--- config.mk ---
export PLATFORM = sky130hd
export DESIGN_NAME = rdr_core
export DESIGN_NICKNAME = d
export VERILOG_FILES = /design/src/inc/rdr_pkg.sv /design/src/design/rdr_core.sv
export VERILOG_INCLUDE_DIRS = /design/src /design/src/inc
export SDC_FILE = /design/constraint.sdc
export NUM_CORES = 2
export LEC_CHECK = 0
export BUFFER_PORTS_ARGS = -buffer_cell sky130_fd_sc_hd__buf_4
export CELL_PAD_IN_SITES_DETAIL_PLACEMENT = 0
export CELL_PAD_IN_SITES_GLOBAL_PLACEMENT = 1
export CORE_UTILIZATION = 40
export CTS_BUF_LIST = sky130_fd_sc_hd__clkbuf_4
export CTS_CLUSTER_DIAMETER = 50
export CTS_CLUSTER_SIZE = 40
export DETAILED_ROUTE_END_ITERATION = 7
export GPL_TIMING_DRIVEN = 1
export PLACE_DENSITY = 0.78
export SLEW_MARGIN = 20
export SYNTH_ARGS = -nofsm -noshare
export SYNTH_HDL_FRONTEND = slang
export SYNTH_SLANG_ARGS = --single-unit
--- constraint.sdc ---
create_clock -name core_clk -period 7.2 [get_ports core_clk]
set_clock_uncertainty 0.2 [all_clocks]
set_input_delay 0 -clock core_clk [delete_from_list [all_inputs] [get_ports core_clk]]
set_output_delay 0 -clock core_clk [all_outputs]
set_load 0.1 [all_outputs]
--- src/inc/rdr_map.svh ---
// Constants for the ramp, delay, interrupt and readback sequencer
`ifndef RDR_MAP_SVH
`define RDR_MAP_SVH

// Word widths
`define RDR_INT_W 12
`define RDR_FRAC_W 25
`define RDR_RB_W 37
`define RDR_TMR_W 24
`define RDR_STEP_W 20
`define RDR_DEV_W 16

// Output select and readback select codes
`define RDR_MUX_SEL_RB 4'hF
`define RDR_RB_SEL_FREQ 5'h02
`define RDR_RB_SEL_DONE 5'h03

// Interrupt mode codes
`define RDR_IRQ_OFF 2'h0
`define RDR_IRQ_CONT 2'h1
`define RDR_IRQ_HALT 2'h3

// Ramp type codes and fast lock divider mode
`define RDR_RAMP_SAW 2'h0
`define RDR_RAMP_TRI 2'h1
`define RDR_FL_DIV_MODE 2'h1

// Phase-detector tick derived from the 125 MHz core clock
`define RDR_CORE_PERIOD_NS 8
`define RDR_PFD_PERIOD_NS 40
`define RDR_PFD_CYCLES (`RDR_PFD_PERIOD_NS / `RDR_CORE_PERIOD_NS)

`endif

--- src/inc/rdr_pkg.sv ---
// Types for the ramp, delay, interrupt and readback sequencer
package rdr_pkg;
  typedef enum logic [2:0] {ST_IDLE, ST_UP, ST_DOWN, ST_DELAY, ST_HALT} rdr_state_e;
endpackage : rdr_pkg

--- src/design/rdr_core.sv ---
// Ramp sequencer: inter-ramp delay, fast ramp, interrupt readback and fast lock timer
`timescale 1ns/1ps
`include "rdr_map.svh"

module rdr_core #(
  parameter int PFD_DIV = `RDR_PFD_CYCLES
) (
  input wire logic core_clk,
  input wire logic reset_n,
  input wire logic div_reg_write,
  input wire logic ramp_enable,
  input wire logic [`RDR_INT_W-1:0] int_value,
  input wire logic [`RDR_FRAC_W-1:0] frac_value,
  input wire logic [1:0] ramp_type,
  input wire logic fast_ramp_en,
  input wire logic dual_rate_en,
  input wire logic delay_en,
  input wire logic delay_clk_sel,
  input wire logic delay_fastlock_en,
  input wire logic [11:0] delay_word,
  input wire logic [11:0] timer_div_one,
  input wire logic [11:0] timer_div_two_set0,
  input wire logic [11:0] timer_div_two_set1,
  input wire logic [`RDR_STEP_W-1:0] step_count_set0,
  input wire logic [`RDR_STEP_W-1:0] step_count_set1,
  input wire logic [`RDR_DEV_W-1:0] per_step_deviation_word_set0,
  input wire logic [`RDR_DEV_W-1:0] per_step_deviation_word_set1,
  input wire logic [3:0] deviation_shift_set0,
  input wire logic [3:0] deviation_shift_set1,
  input wire logic ext_step_en,
  input wire logic [1:0] irq_mode,
  input wire logic [3:0] output_select,
  input wire logic [4:0] readback_select,
  input wire logic [1:0] fastlock_mode,
  input wire logic trigger_pin,
  input wire logic serial_clk,
  output logic multiplexed_output_pin,
  output logic loop_switch_one,
  output logic loop_switch_two,
  output logic wide_bandwidth,
  output logic ramp_active,
  output logic ramp_complete,
  output logic [`RDR_RB_W-1:0] divider_word
);

  rdr_pkg::rdr_state_e state;
  rdr_pkg::rdr_state_e next_state;
  logic [7:0] pfd_div_cnt;
  logic pfd_tick;
  logic trig_q;
  logic sclk_q;
  logic set_sel;
  logic first_delay;
  logic [`RDR_TMR_W-1:0] ramp_cnt;
  logic [`RDR_TMR_W-1:0] fl_cnt;
  logic [`RDR_STEP_W-1:0] step_idx;
  logic [`RDR_RB_W-1:0] rb_shift;
  logic rb_bit;

  // Edge detection; pins are taken as synchronous to core_clk
  wire trig_rise = trigger_pin & ~trig_q;
  wire sclk_rise = serial_clk & ~sclk_q;

  // Parameter set selection for the running slope
  wire [11:0] cur_clk2 = set_sel ? timer_div_two_set1 : timer_div_two_set0;
  wire [`RDR_STEP_W-1:0] cur_steps = set_sel ? step_count_set1 : step_count_set0;
  wire [`RDR_DEV_W-1:0] cur_dev = set_sel ? per_step_deviation_word_set1 : per_step_deviation_word_set0;
  wire [3:0] cur_shift = set_sel ? deviation_shift_set1 : deviation_shift_set0;

  // Scaled deviation, sign extended to the divider width
  wire [`RDR_RB_W-1:0] dev_ext = {{(`RDR_RB_W-`RDR_DEV_W){cur_dev[`RDR_DEV_W-1]}}, cur_dev};
  wire [`RDR_RB_W-1:0] delta = dev_ext << cur_shift;
  wire [`RDR_RB_W-1:0] base_word = {int_value, frac_value};

  // Timer reload values; zero is treated as one period so a timer never stalls
  wire [`RDR_TMR_W-1:0] step_load = {12'h000, timer_div_one} * {12'h000, cur_clk2};
  wire [`RDR_TMR_W-1:0] fl_load = {12'h000, timer_div_one} * {12'h000, timer_div_two_set0};
  wire [`RDR_TMR_W-1:0] delay_load = delay_clk_sel ? {12'h000, delay_word} * {12'h000, timer_div_one}
                                                   : {12'h000, delay_word};

  // Event decode
  wire running = (state == rdr_pkg::ST_UP) || (state == rdr_pkg::ST_DOWN) || (state == rdr_pkg::ST_DELAY);
  wire tmr_exp = pfd_tick && (ramp_cnt <= `RDR_TMR_W'(1));
  wire irq_evt = trig_rise && (irq_mode != `RDR_IRQ_OFF) && running;
  wire halt_evt = irq_evt && (irq_mode == `RDR_IRQ_HALT);
  wire slope = (state == rdr_pkg::ST_UP) || (state == rdr_pkg::ST_DOWN);
  wire step_evt = slope && !halt_evt && (ext_step_en ? trig_rise : tmr_exp);
  wire last_step = (step_idx + `RDR_STEP_W'(1)) >= cur_steps;
  wire is_tri = fast_ramp_en || (ramp_type == `RDR_RAMP_TRI);
  wire burst_end = step_evt && last_step && ((state == rdr_pkg::ST_DOWN) || !is_tri);
  wire fl_start = div_reg_write && !ramp_enable && (fastlock_mode == `RDR_FL_DIV_MODE);
  wire delay_wide = (state == rdr_pkg::ST_DELAY) && first_delay && delay_fastlock_en;
  wire next_wide = (fl_cnt != `RDR_TMR_W'(0)) || delay_wide;
  wire mux_rb = output_select == `RDR_MUX_SEL_RB;
  // A halted sweep is still an active ramp, so its captured word stays readable
  wire ramp_on = (state != rdr_pkg::ST_IDLE);
  wire next_mux = mux_rb && (readback_select == `RDR_RB_SEL_DONE) ? ramp_complete :
                  mux_rb && (readback_select == `RDR_RB_SEL_FREQ) ? (rb_bit & ramp_on) : 1'b0;

  // Next state of the ramp sequencer
  always_comb begin
    next_state = state;
    case (state)
      rdr_pkg::ST_IDLE: begin
        next_state = rdr_pkg::ST_IDLE;
      end
      rdr_pkg::ST_UP: begin
        if (halt_evt) begin
          next_state = rdr_pkg::ST_HALT;
        end else if (step_evt && last_step) begin
          next_state = is_tri ? rdr_pkg::ST_DOWN : (delay_en ? rdr_pkg::ST_DELAY : rdr_pkg::ST_UP);
        end
      end
      rdr_pkg::ST_DOWN: begin
        if (halt_evt) begin
          next_state = rdr_pkg::ST_HALT;
        end else if (step_evt && last_step) begin
          next_state = delay_en ? rdr_pkg::ST_DELAY : rdr_pkg::ST_UP;
        end
      end
      rdr_pkg::ST_DELAY: begin
        if (halt_evt) begin
          next_state = rdr_pkg::ST_HALT;
        end else if (tmr_exp) begin
          next_state = rdr_pkg::ST_UP;
        end
      end
      default: begin
        next_state = rdr_pkg::ST_HALT;
      end
    endcase
    if (div_reg_write) begin
      next_state = ramp_enable ? rdr_pkg::ST_UP : rdr_pkg::ST_IDLE;
    end
  end

  // Phase-detector rate enable from the core clock
  // A divider write realigns the tick phase, so every interval it starts
  // lasts a whole number of PHASE_DETECTOR periods counted from the write itself
  always_ff @(posedge core_clk or negedge reset_n) begin
    if (!reset_n) begin
      pfd_div_cnt <= 8'h00;
      pfd_tick <= 1'b0;
    end else if (div_reg_write) begin
      pfd_div_cnt <= 8'h01;
      pfd_tick <= 1'b0;
    end else begin
      pfd_tick <= (pfd_div_cnt == 8'(PFD_DIV - 1));
      pfd_div_cnt <= (pfd_div_cnt == 8'(PFD_DIV - 1)) ? 8'h00 : pfd_div_cnt + 8'h01;
    end
  end

  // Pin history for edge detection
  always_ff @(posedge core_clk or negedge reset_n) begin
    if (!reset_n) begin
      trig_q <= 1'b0;
      sclk_q <= 1'b0;
    end else begin
      trig_q <= trigger_pin;
      sclk_q <= serial_clk;
    end
  end

  always_ff @(posedge core_clk or negedge reset_n) begin
    if (!reset_n) begin
      state <= rdr_pkg::ST_IDLE;
    end else begin
      state <= next_state;
    end
  end

  // Step and delay timer: reloaded on each interval start, counts PHASE_DETECTOR ticks
  always_ff @(posedge core_clk or negedge reset_n) begin
    if (!reset_n) begin
      ramp_cnt <= `RDR_TMR_W'(0);
    end else if (div_reg_write || (step_evt && !(burst_end && delay_en))) begin
      ramp_cnt <= step_load;
    end else if (burst_end && delay_en) begin
      ramp_cnt <= delay_load;
    end else if (state == rdr_pkg::ST_DELAY && tmr_exp) begin
      ramp_cnt <= step_load;
    end else if (pfd_tick && ramp_cnt != `RDR_TMR_W'(0)) begin
      ramp_cnt <= ramp_cnt - `RDR_TMR_W'(1);
    end
  end

  // Divider word and step index; triangles step down by the same count, except under fast ramp, where the down slope uses set 1
  always_ff @(posedge core_clk or negedge reset_n) begin
    if (!reset_n) begin
      divider_word <= `RDR_RB_W'(0);
      step_idx <= `RDR_STEP_W'(0);
    end else if (div_reg_write) begin
      divider_word <= base_word;
      step_idx <= `RDR_STEP_W'(0);
    end else if (step_evt) begin
      divider_word <= (state == rdr_pkg::ST_DOWN) ? divider_word - delta : divider_word + delta;
      step_idx <= last_step ? `RDR_STEP_W'(0) : step_idx + `RDR_STEP_W'(1);
      if (burst_end && !is_tri) begin
        divider_word <= base_word;
      end
    end
  end

  // Set select: fast ramp ties set to slope, dual rate alternates per burst
  always_ff @(posedge core_clk or negedge reset_n) begin
    if (!reset_n) begin
      set_sel <= 1'b0;
    end else if (div_reg_write) begin
      set_sel <= 1'b0;
    end else if (step_evt && last_step) begin
      if (fast_ramp_en) begin
        set_sel <= (state == rdr_pkg::ST_UP);
      end else if (dual_rate_en && burst_end) begin
        set_sel <= ~set_sel;
      end
    end
  end

  // First delay after a start gets the optional wide bandwidth
  always_ff @(posedge core_clk or negedge reset_n) begin
    if (!reset_n) begin
      first_delay <= 1'b0;
    end else if (div_reg_write) begin
      first_delay <= 1'b1;
    end else if (state == rdr_pkg::ST_DELAY && tmr_exp) begin
      first_delay <= 1'b0;
    end
  end

  // Fast lock interval timer; a ramp start cancels it
  always_ff @(posedge core_clk or negedge reset_n) begin
    if (!reset_n) begin
      fl_cnt <= `RDR_TMR_W'(0);
    end else if (fl_start) begin
      fl_cnt <= (fl_load == `RDR_TMR_W'(0)) ? `RDR_TMR_W'(1) : fl_load;
    end else if (div_reg_write) begin
      fl_cnt <= `RDR_TMR_W'(0);
    end else if (pfd_tick && fl_cnt != `RDR_TMR_W'(0)) begin
      fl_cnt <= fl_cnt - `RDR_TMR_W'(1);
    end
  end

  // Readback capture and shift: the capture wins over a same-cycle shift
  always_ff @(posedge core_clk or negedge reset_n) begin
    if (!reset_n) begin
      rb_shift <= `RDR_RB_W'(0);
      rb_bit <= 1'b0;
    end else if (irq_evt) begin
      rb_shift <= divider_word;
      rb_bit <= 1'b0;
    end else if (sclk_rise) begin
      rb_bit <= rb_shift[`RDR_RB_W-1];
      rb_shift <= {rb_shift[`RDR_RB_W-2:0], 1'b0};
    end
  end

  // Registered outputs
  always_ff @(posedge core_clk or negedge reset_n) begin
    if (!reset_n) begin
      ramp_complete <= 1'b0;
      ramp_active <= 1'b0;
      wide_bandwidth <= 1'b0;
      loop_switch_one <= 1'b0;
      loop_switch_two <= 1'b0;
      multiplexed_output_pin <= 1'b0;
    end else begin
      ramp_complete <= burst_end;
      ramp_active <= (next_state != rdr_pkg::ST_IDLE);
      wide_bandwidth <= next_wide;
      loop_switch_one <= next_wide && (fastlock_mode == `RDR_FL_DIV_MODE);
      loop_switch_two <= next_wide && (fastlock_mode == `RDR_FL_DIV_MODE);
      multiplexed_output_pin <= next_mux;
    end
  end
endmodule : rdr_core

==> impl_metrics.sql <==
INSERT INTO impl_metrics (metric_group, metric, value, unit) VALUES
('layout', 'fin_nets', '4389', ''),
('layout', 'fillerInstances', '6843', ''),
('grt', 'global_route_wire_length_before_repair', '131000', 'um'),
('clocking', 'cts_tree', 'yes', ''),
('grt', 'track_usage', '0.231', ''),
('die', 'die_width', '266', 'um'),
('critical_path', 'worst-endpoint-required', '7580', 'ps'),
('synthesis', 'syn-instance-count', '3384', ''),
('drt', 'drt.antenna.violating_nets', '0', ''),
('sta', 'fin_crit', '6810', 'ps'),
('grt', 'antenna_found_initial', '5', ''),
('power_and_ir_drop', 'power.internal', '4.54', 'mW'),
('sta', 'period_share', '0.946', ''),
('critical_path', 'cp-end-kind', 'flip-flop', ''),
('critical_path', 'timing.setup.critical_path_class', 'reg2reg', ''),
('die', 'starting_utilization_of_the_core_area', '0.405', ''),
('power_and_ir_drop', 'power.share.switching', '0.554', ''),
('hold_path', 'min_path_cells', '5', ''),
('layout', 'final_cell_count_no_fill', '4595', ''),
('power_and_ir_drop', 'cellLeakagePower', '15.6', 'nW'),
('sta', 'tightestPinTransition', '1060', 'ps'),
('layout', 'area_growth_syn_to_layout', '16.0', '%'),
('die', 'floorplan.die_area', '70500', 'sq um'),
('sta', 'unrepaired_setup_endpoints_after_global_routing', 'false', ''),
('die', 'overall_die_height', '266', 'um'),
('drt', 'drcViolationCount', '0', ''),
('clocking', 'clkLatencyLatePin', '670', 'ps'),
('power_and_ir_drop', 'pwr_cell_area', '316', 'nW/um^2'),
('placed_design', 'dp.final_hpwl', '61300', 'um'),
('clocking', 'clock_tree.buffer_depth', '2', ''),
('sta', 'timing.final.max_slew_violations', '0', ''),
('clocking', 'h-tree-depth', '4', ''),
('outcome', 'status', 'completed', ''),
('sta', 'slew_headroom', '0.289', ''),
('synthesis', 'synth_flop_cell', 'sky130_fd_sc_hd__dfrtp_1', ''),
('power_and_ir_drop', 'combPwrFrac', '0.790', ''),
('power_and_ir_drop', 'clock_power_share', '0.065', ''),
('drt', 'drtPass1Iterations', '6', ''),
('drt', 'routed_wire_length', '81100', 'um'),
('clocking', 'clock_sink_count', '164', ''),
('die', 'num_rows', '96', ''),
('drt', 'routed_via_density', '5.35', ''),
('synthesis', 'synth_area', '27800', 'sq um'),
('clocking', 'clk_transition_reported_paths', '210', 'ps'),
('flow_run', 'max-cap-violations', '0', ''),
('power_and_ir_drop', 'netSwitchingPower', '5.64', 'mW'),
('drt', 'average_detailed_routed_wire_length_per_instance', '17.6', 'um'),
('sta', 'tns', '0', 'ps'),
('critical_path', 'worst_ep_arrival_time', '7190', 'ps'),
('power_and_ir_drop', 'vdd_drop_max', '0.000291', 'V'),
('hold_path', 'holdCritPathClass', 'in2reg', ''),
('clocking', 'numCtsBuffers', '17', ''),
('synthesis', 'synth-edff-count', '0', ''),
('drt', 'first_iter_violations', '1528', ''),
('synthesis', 'synth.distinct_cells', '82', ''),
('clocking', 'clock_root_buffer', 'sky130_fd_sc_hd__clkbuf_4', ''),
('die', 'top_level_ports', '235', ''),
('placed_design', 'placed_cells_incl_taps', '4409', ''),
('grt', 'grt_overflow', '0', ''),
('critical_path', 'critical_path.startpoint_type', 'flip-flop', ''),
('grt', 'grt_start_max_net_pins', '76', ''),
('critical_path', 'timing.reg2reg.worst_path_depth', '24', ''),
('synthesis', 'synthesis.nets', '4126', ''),
('synthesis', 'synth-warning-count', '0', ''),
('sta', 'max_freq', '147', 'MHz'),
('sta', 'final-hold-violation-count', '0', ''),
('synthesis', 'postSynthRegisterBits', '164', ''),
('drt', 'route.vias.total', '24580', ''),
('grt', 'via_count_of_the_first_global_routing_pass', '24815', ''),
('power_and_ir_drop', 'power.share.sequential', '0.146', ''),
('layout', 'layout-drive-gt1-share', '0.108', ''),
('placed_design', 'count_of_buffers_from_port_buffering', '234', ''),
('critical_path', 'timing.critical_path.fanout_max', '10', ''),
('placed_design', 'place.gp.congestion', '0.878', ''),
('synthesis', 'asyncSetResetFlopFracSynth', '1.00', ''),
('sta', 'report.final.setup_viol', '0', ''),
('synthesis', 'synth_seq_area_share', '0.148', ''),
('synthesis', 'synth_area_per_cell', '8.21', 'sq um'),
('die', 'core-area', '68700', 'sq um');
metal layers:
layer / GRT usage / vias up / share of wire
met2: 0.415 / 585 / 0.51
met4: 0.0702 / 0 / 0.029
li1: - / 11724 / -
met3: 0.0235 / 128 / 0.039
met5: 0 / - / 0
met1: 0.291 / 12143 / 0.42
cell families after synthesis:
logic type                 after synthesis  share of synthesized area
adders and majority gates              550                      0.329
and+or+nand+nor                       1141                      0.190
DFF                                    164                      0.148
buffers and inverters                  596                     0.0838
xor gates and xnor gates               152                     0.0479
AOI/OAI and AO/OA                      628                      0.143
muxes                                  153                     0.0583
through the flow:
step | hold WS, ps | utilization | power [mW] | area [sq um] | setup slack [ps]
floorplan | -496 | - | 7.26 | 27800 | 245
global placement | -148 | 0.441 | 9.45 | 30300 | 317
detailed placement | -146 | 0.441 | 9.46 | 30300 | 167
CTS | 12.5 | 0.467 | 10.3 | 32100 | 28.1
global route | 15.7 | 0.469 | 11.2 | 32200 | 8.89
finish | 47.8 | 0.469 | 10.2 | 32200 | 391
cell type report:
| class | count | area (sq um) | share of cell area |
|---|---|---|---|
| Sequential cell | 164 | 4110 | 0.127 |
| Inverter | 422 | 1580 | 0.0491 |
| Tap cell | 931 | 1160 | 0.0361 |
| Clock inverter | 15 | 209 | 0.00648 |
| Clock buffer | 17 | 128 | 0.00396 |
| Antenna cell | 4 | 10.0 | 0.000310 |
| Timing Repair Buffer | 418 | 3550 | 0.110 |
| Multi-Input combinational cell | 2624 | 21500 | 0.666 |
critical path, cell delays in order (launching register included):
cell and delay (ps):
sky130_fd_sc_hd__dfrtp_4 600, sky130_fd_sc_hd__buf_4 220, sky130_fd_sc_hd__mux2i_2 360, sky130_fd_sc_hd__mux2i_1 200, sky130_fd_sc_hd__mux4_2 530, sky130_fd_sc_hd__a32oi_2 290
sky130_fd_sc_hd__nand4_1 190, sky130_fd_sc_hd__or4b_4 540, sky130_fd_sc_hd__nor3_2 280, sky130_fd_sc_hd__nand4b_1 200, sky130_fd_sc_hd__nor2_2 180, sky130_fd_sc_hd__a21oi_1 100
sky130_fd_sc_hd__xor2_1 170, sky130_fd_sc_hd__ha_1 340, sky130_fd_sc_hd__a21o_1 170, sky130_fd_sc_hd__a21o_1 190, sky130_fd_sc_hd__a21o_1 170, sky130_fd_sc_hd__a21o_1 190
sky130_fd_sc_hd__a21oi_1 120, sky130_fd_sc_hd__o21ai_0 160, sky130_fd_sc_hd__a221oi_1 320, sky130_fd_sc_hd__mux2i_1 220, sky130_fd_sc_hd__o22ai_1 90, sky130_fd_sc_hd__dlygate4sd3_1 560
sky130_fd_sc_hd__o21ai_0 130
path summary, 6_finish.rpt:
kind / start / endpoint / slack [ps]
max: set_sel / divider_word[35] / 390
min: frac_value[7] / divider_word[7] / 50
max reg2reg: set_sel / divider_word[35] / 390
min reg2reg: step_idx[13] / step_idx[13] / 310
max in group asynchronous: reset_n / set_sel / 5760
min in group asynchronous: reset_n / divider_word[5] / 260
flip-flops by register name, indices dropped and copies added, names as in the netlist, 3 cells and up:
name	cells
fl_cnt	24
step_idx	20
pfd_div_cnt	8
divider_word	37
rb_shift	37
state	3
ramp_cnt	24
cells in the mapped netlist (7+ instances only):
library cell                instances  share of area
sky130_fd_sc_hd__a31oi_1           38         0.0086
sky130_fd_sc_hd__clkbuf_1         149          0.020
sky130_fd_sc_hd__mux2i_1          112          0.040
sky130_fd_sc_hd__nor4_1            10         0.0023
sky130_fd_sc_hd__nand4_1           16         0.0036
sky130_fd_sc_hd__dfrtp_1          164           0.15
sky130_fd_sc_hd__o22ai_1           22         0.0050
sky130_fd_sc_hd__a21o_1            54          0.015
sky130_fd_sc_hd__mux2_2            36          0.015
sky130_fd_sc_hd__nand2_1          529          0.071
sky130_fd_sc_hd__and3_1            19         0.0043
sky130_fd_sc_hd__ha_1             249           0.11
sky130_fd_sc_hd__a211oi_1          14         0.0038
sky130_fd_sc_hd__inv_1            422          0.057
sky130_fd_sc_hd__o21bai_1          13         0.0035
sky130_fd_sc_hd__and2_1           126          0.028
sky130_fd_sc_hd__a21boi_0           8         0.0022
sky130_fd_sc_hd__or3_1             18         0.0041
sky130_fd_sc_hd__or2_2              7         0.0016
sky130_fd_sc_hd__nor2_1           203          0.027
sky130_fd_sc_hd__xor2_1            56          0.018
sky130_fd_sc_hd__nor3b_1            7         0.0019
sky130_fd_sc_hd__fa_1             301           0.22
sky130_fd_sc_hd__xnor2_1           96          0.030
sky130_fd_sc_hd__nand3_1           54         0.0097
sky130_fd_sc_hd__nor3_1            47         0.0085
sky130_fd_sc_hd__o31ai_1           19         0.0051
sky130_fd_sc_hd__o21a_1            20         0.0054
sky130_fd_sc_hd__a32o_1            17         0.0061
sky130_fd_sc_hd__a2111oi_0          9         0.0028
sky130_fd_sc_hd__nand2b_1          28         0.0063
sky130_fd_sc_hd__buf_1              7        0.00095
sky130_fd_sc_hd__o21ai_0          154          0.028
sky130_fd_sc_hd__a21oi_1          175          0.032
sky130_fd_sc_hd__buf_2              7         0.0013
sky130_fd_sc_hd__nor2b_1           44         0.0099
layout by cell type, fill, tap and decap left out, types with 8 or more instances in the layout:
cell type                         n
sky130_fd_sc_hd__a31oi_1         38
sky130_fd_sc_hd__mux2i_1        104
sky130_fd_sc_hd__nand2_1        529
sky130_fd_sc_hd__nor2b_1         43
sky130_fd_sc_hd__nand2b_1        28
sky130_fd_sc_hd__xor2_1          56
sky130_fd_sc_hd__a21o_1          54
sky130_fd_sc_hd__ha_1           249
sky130_fd_sc_hd__buf_4          270
sky130_fd_sc_hd__fa_1           301
sky130_fd_sc_hd__a211oi_1        13
sky130_fd_sc_hd__a21oi_1        173
sky130_fd_sc_hd__o31ai_1         19
sky130_fd_sc_hd__nor2_1         202
sky130_fd_sc_hd__inv_1          422
sky130_fd_sc_hd__o21bai_1        13
sky130_fd_sc_hd__o21ai_0        153
sky130_fd_sc_hd__clkbuf_4        17
sky130_fd_sc_hd__o21a_1          19
sky130_fd_sc_hd__a32o_1          17
sky130_fd_sc_hd__nor3_1          46
sky130_fd_sc_hd__a21boi_0         8
sky130_fd_sc_hd__dlygate4sd3_1  144
sky130_fd_sc_hd__nand4_1         16
sky130_fd_sc_hd__o22ai_1         22
sky130_fd_sc_hd__and2_1         126
sky130_fd_sc_hd__xnor2_1         96
sky130_fd_sc_hd__nor4_1          10
sky130_fd_sc_hd__or3_1           18
sky130_fd_sc_hd__mux2_2          34
sky130_fd_sc_hd__nand3_1         53
sky130_fd_sc_hd__dfrtp_1        163
sky130_fd_sc_hd__and3_1          19
power by group through the flow:
stage | logic [mW] | clock network [mW] | registers, mW
6_report | 8.04 | 0.657 | 1.48
5_1_grt | 9.00 | 0.702 | 1.52
3_3_place_gp | 7.95 | 0 | 1.50
2_1_floorplan | 5.34 | 0 | 1.92
4_1_cts | 8.11 | 0.673 | 1.48
3_5_place_dp | 7.96 | 0 | 1.50
repair_timing:
item                                   CTS  global route
resized for setup                        0            20
setup buffers                            0             5
endpoints found under the hold margin  289             0
hold buffers                           145             0
setup endpoints to repair                0            14
Note: power is estimated with default switching activity, not from simulation.
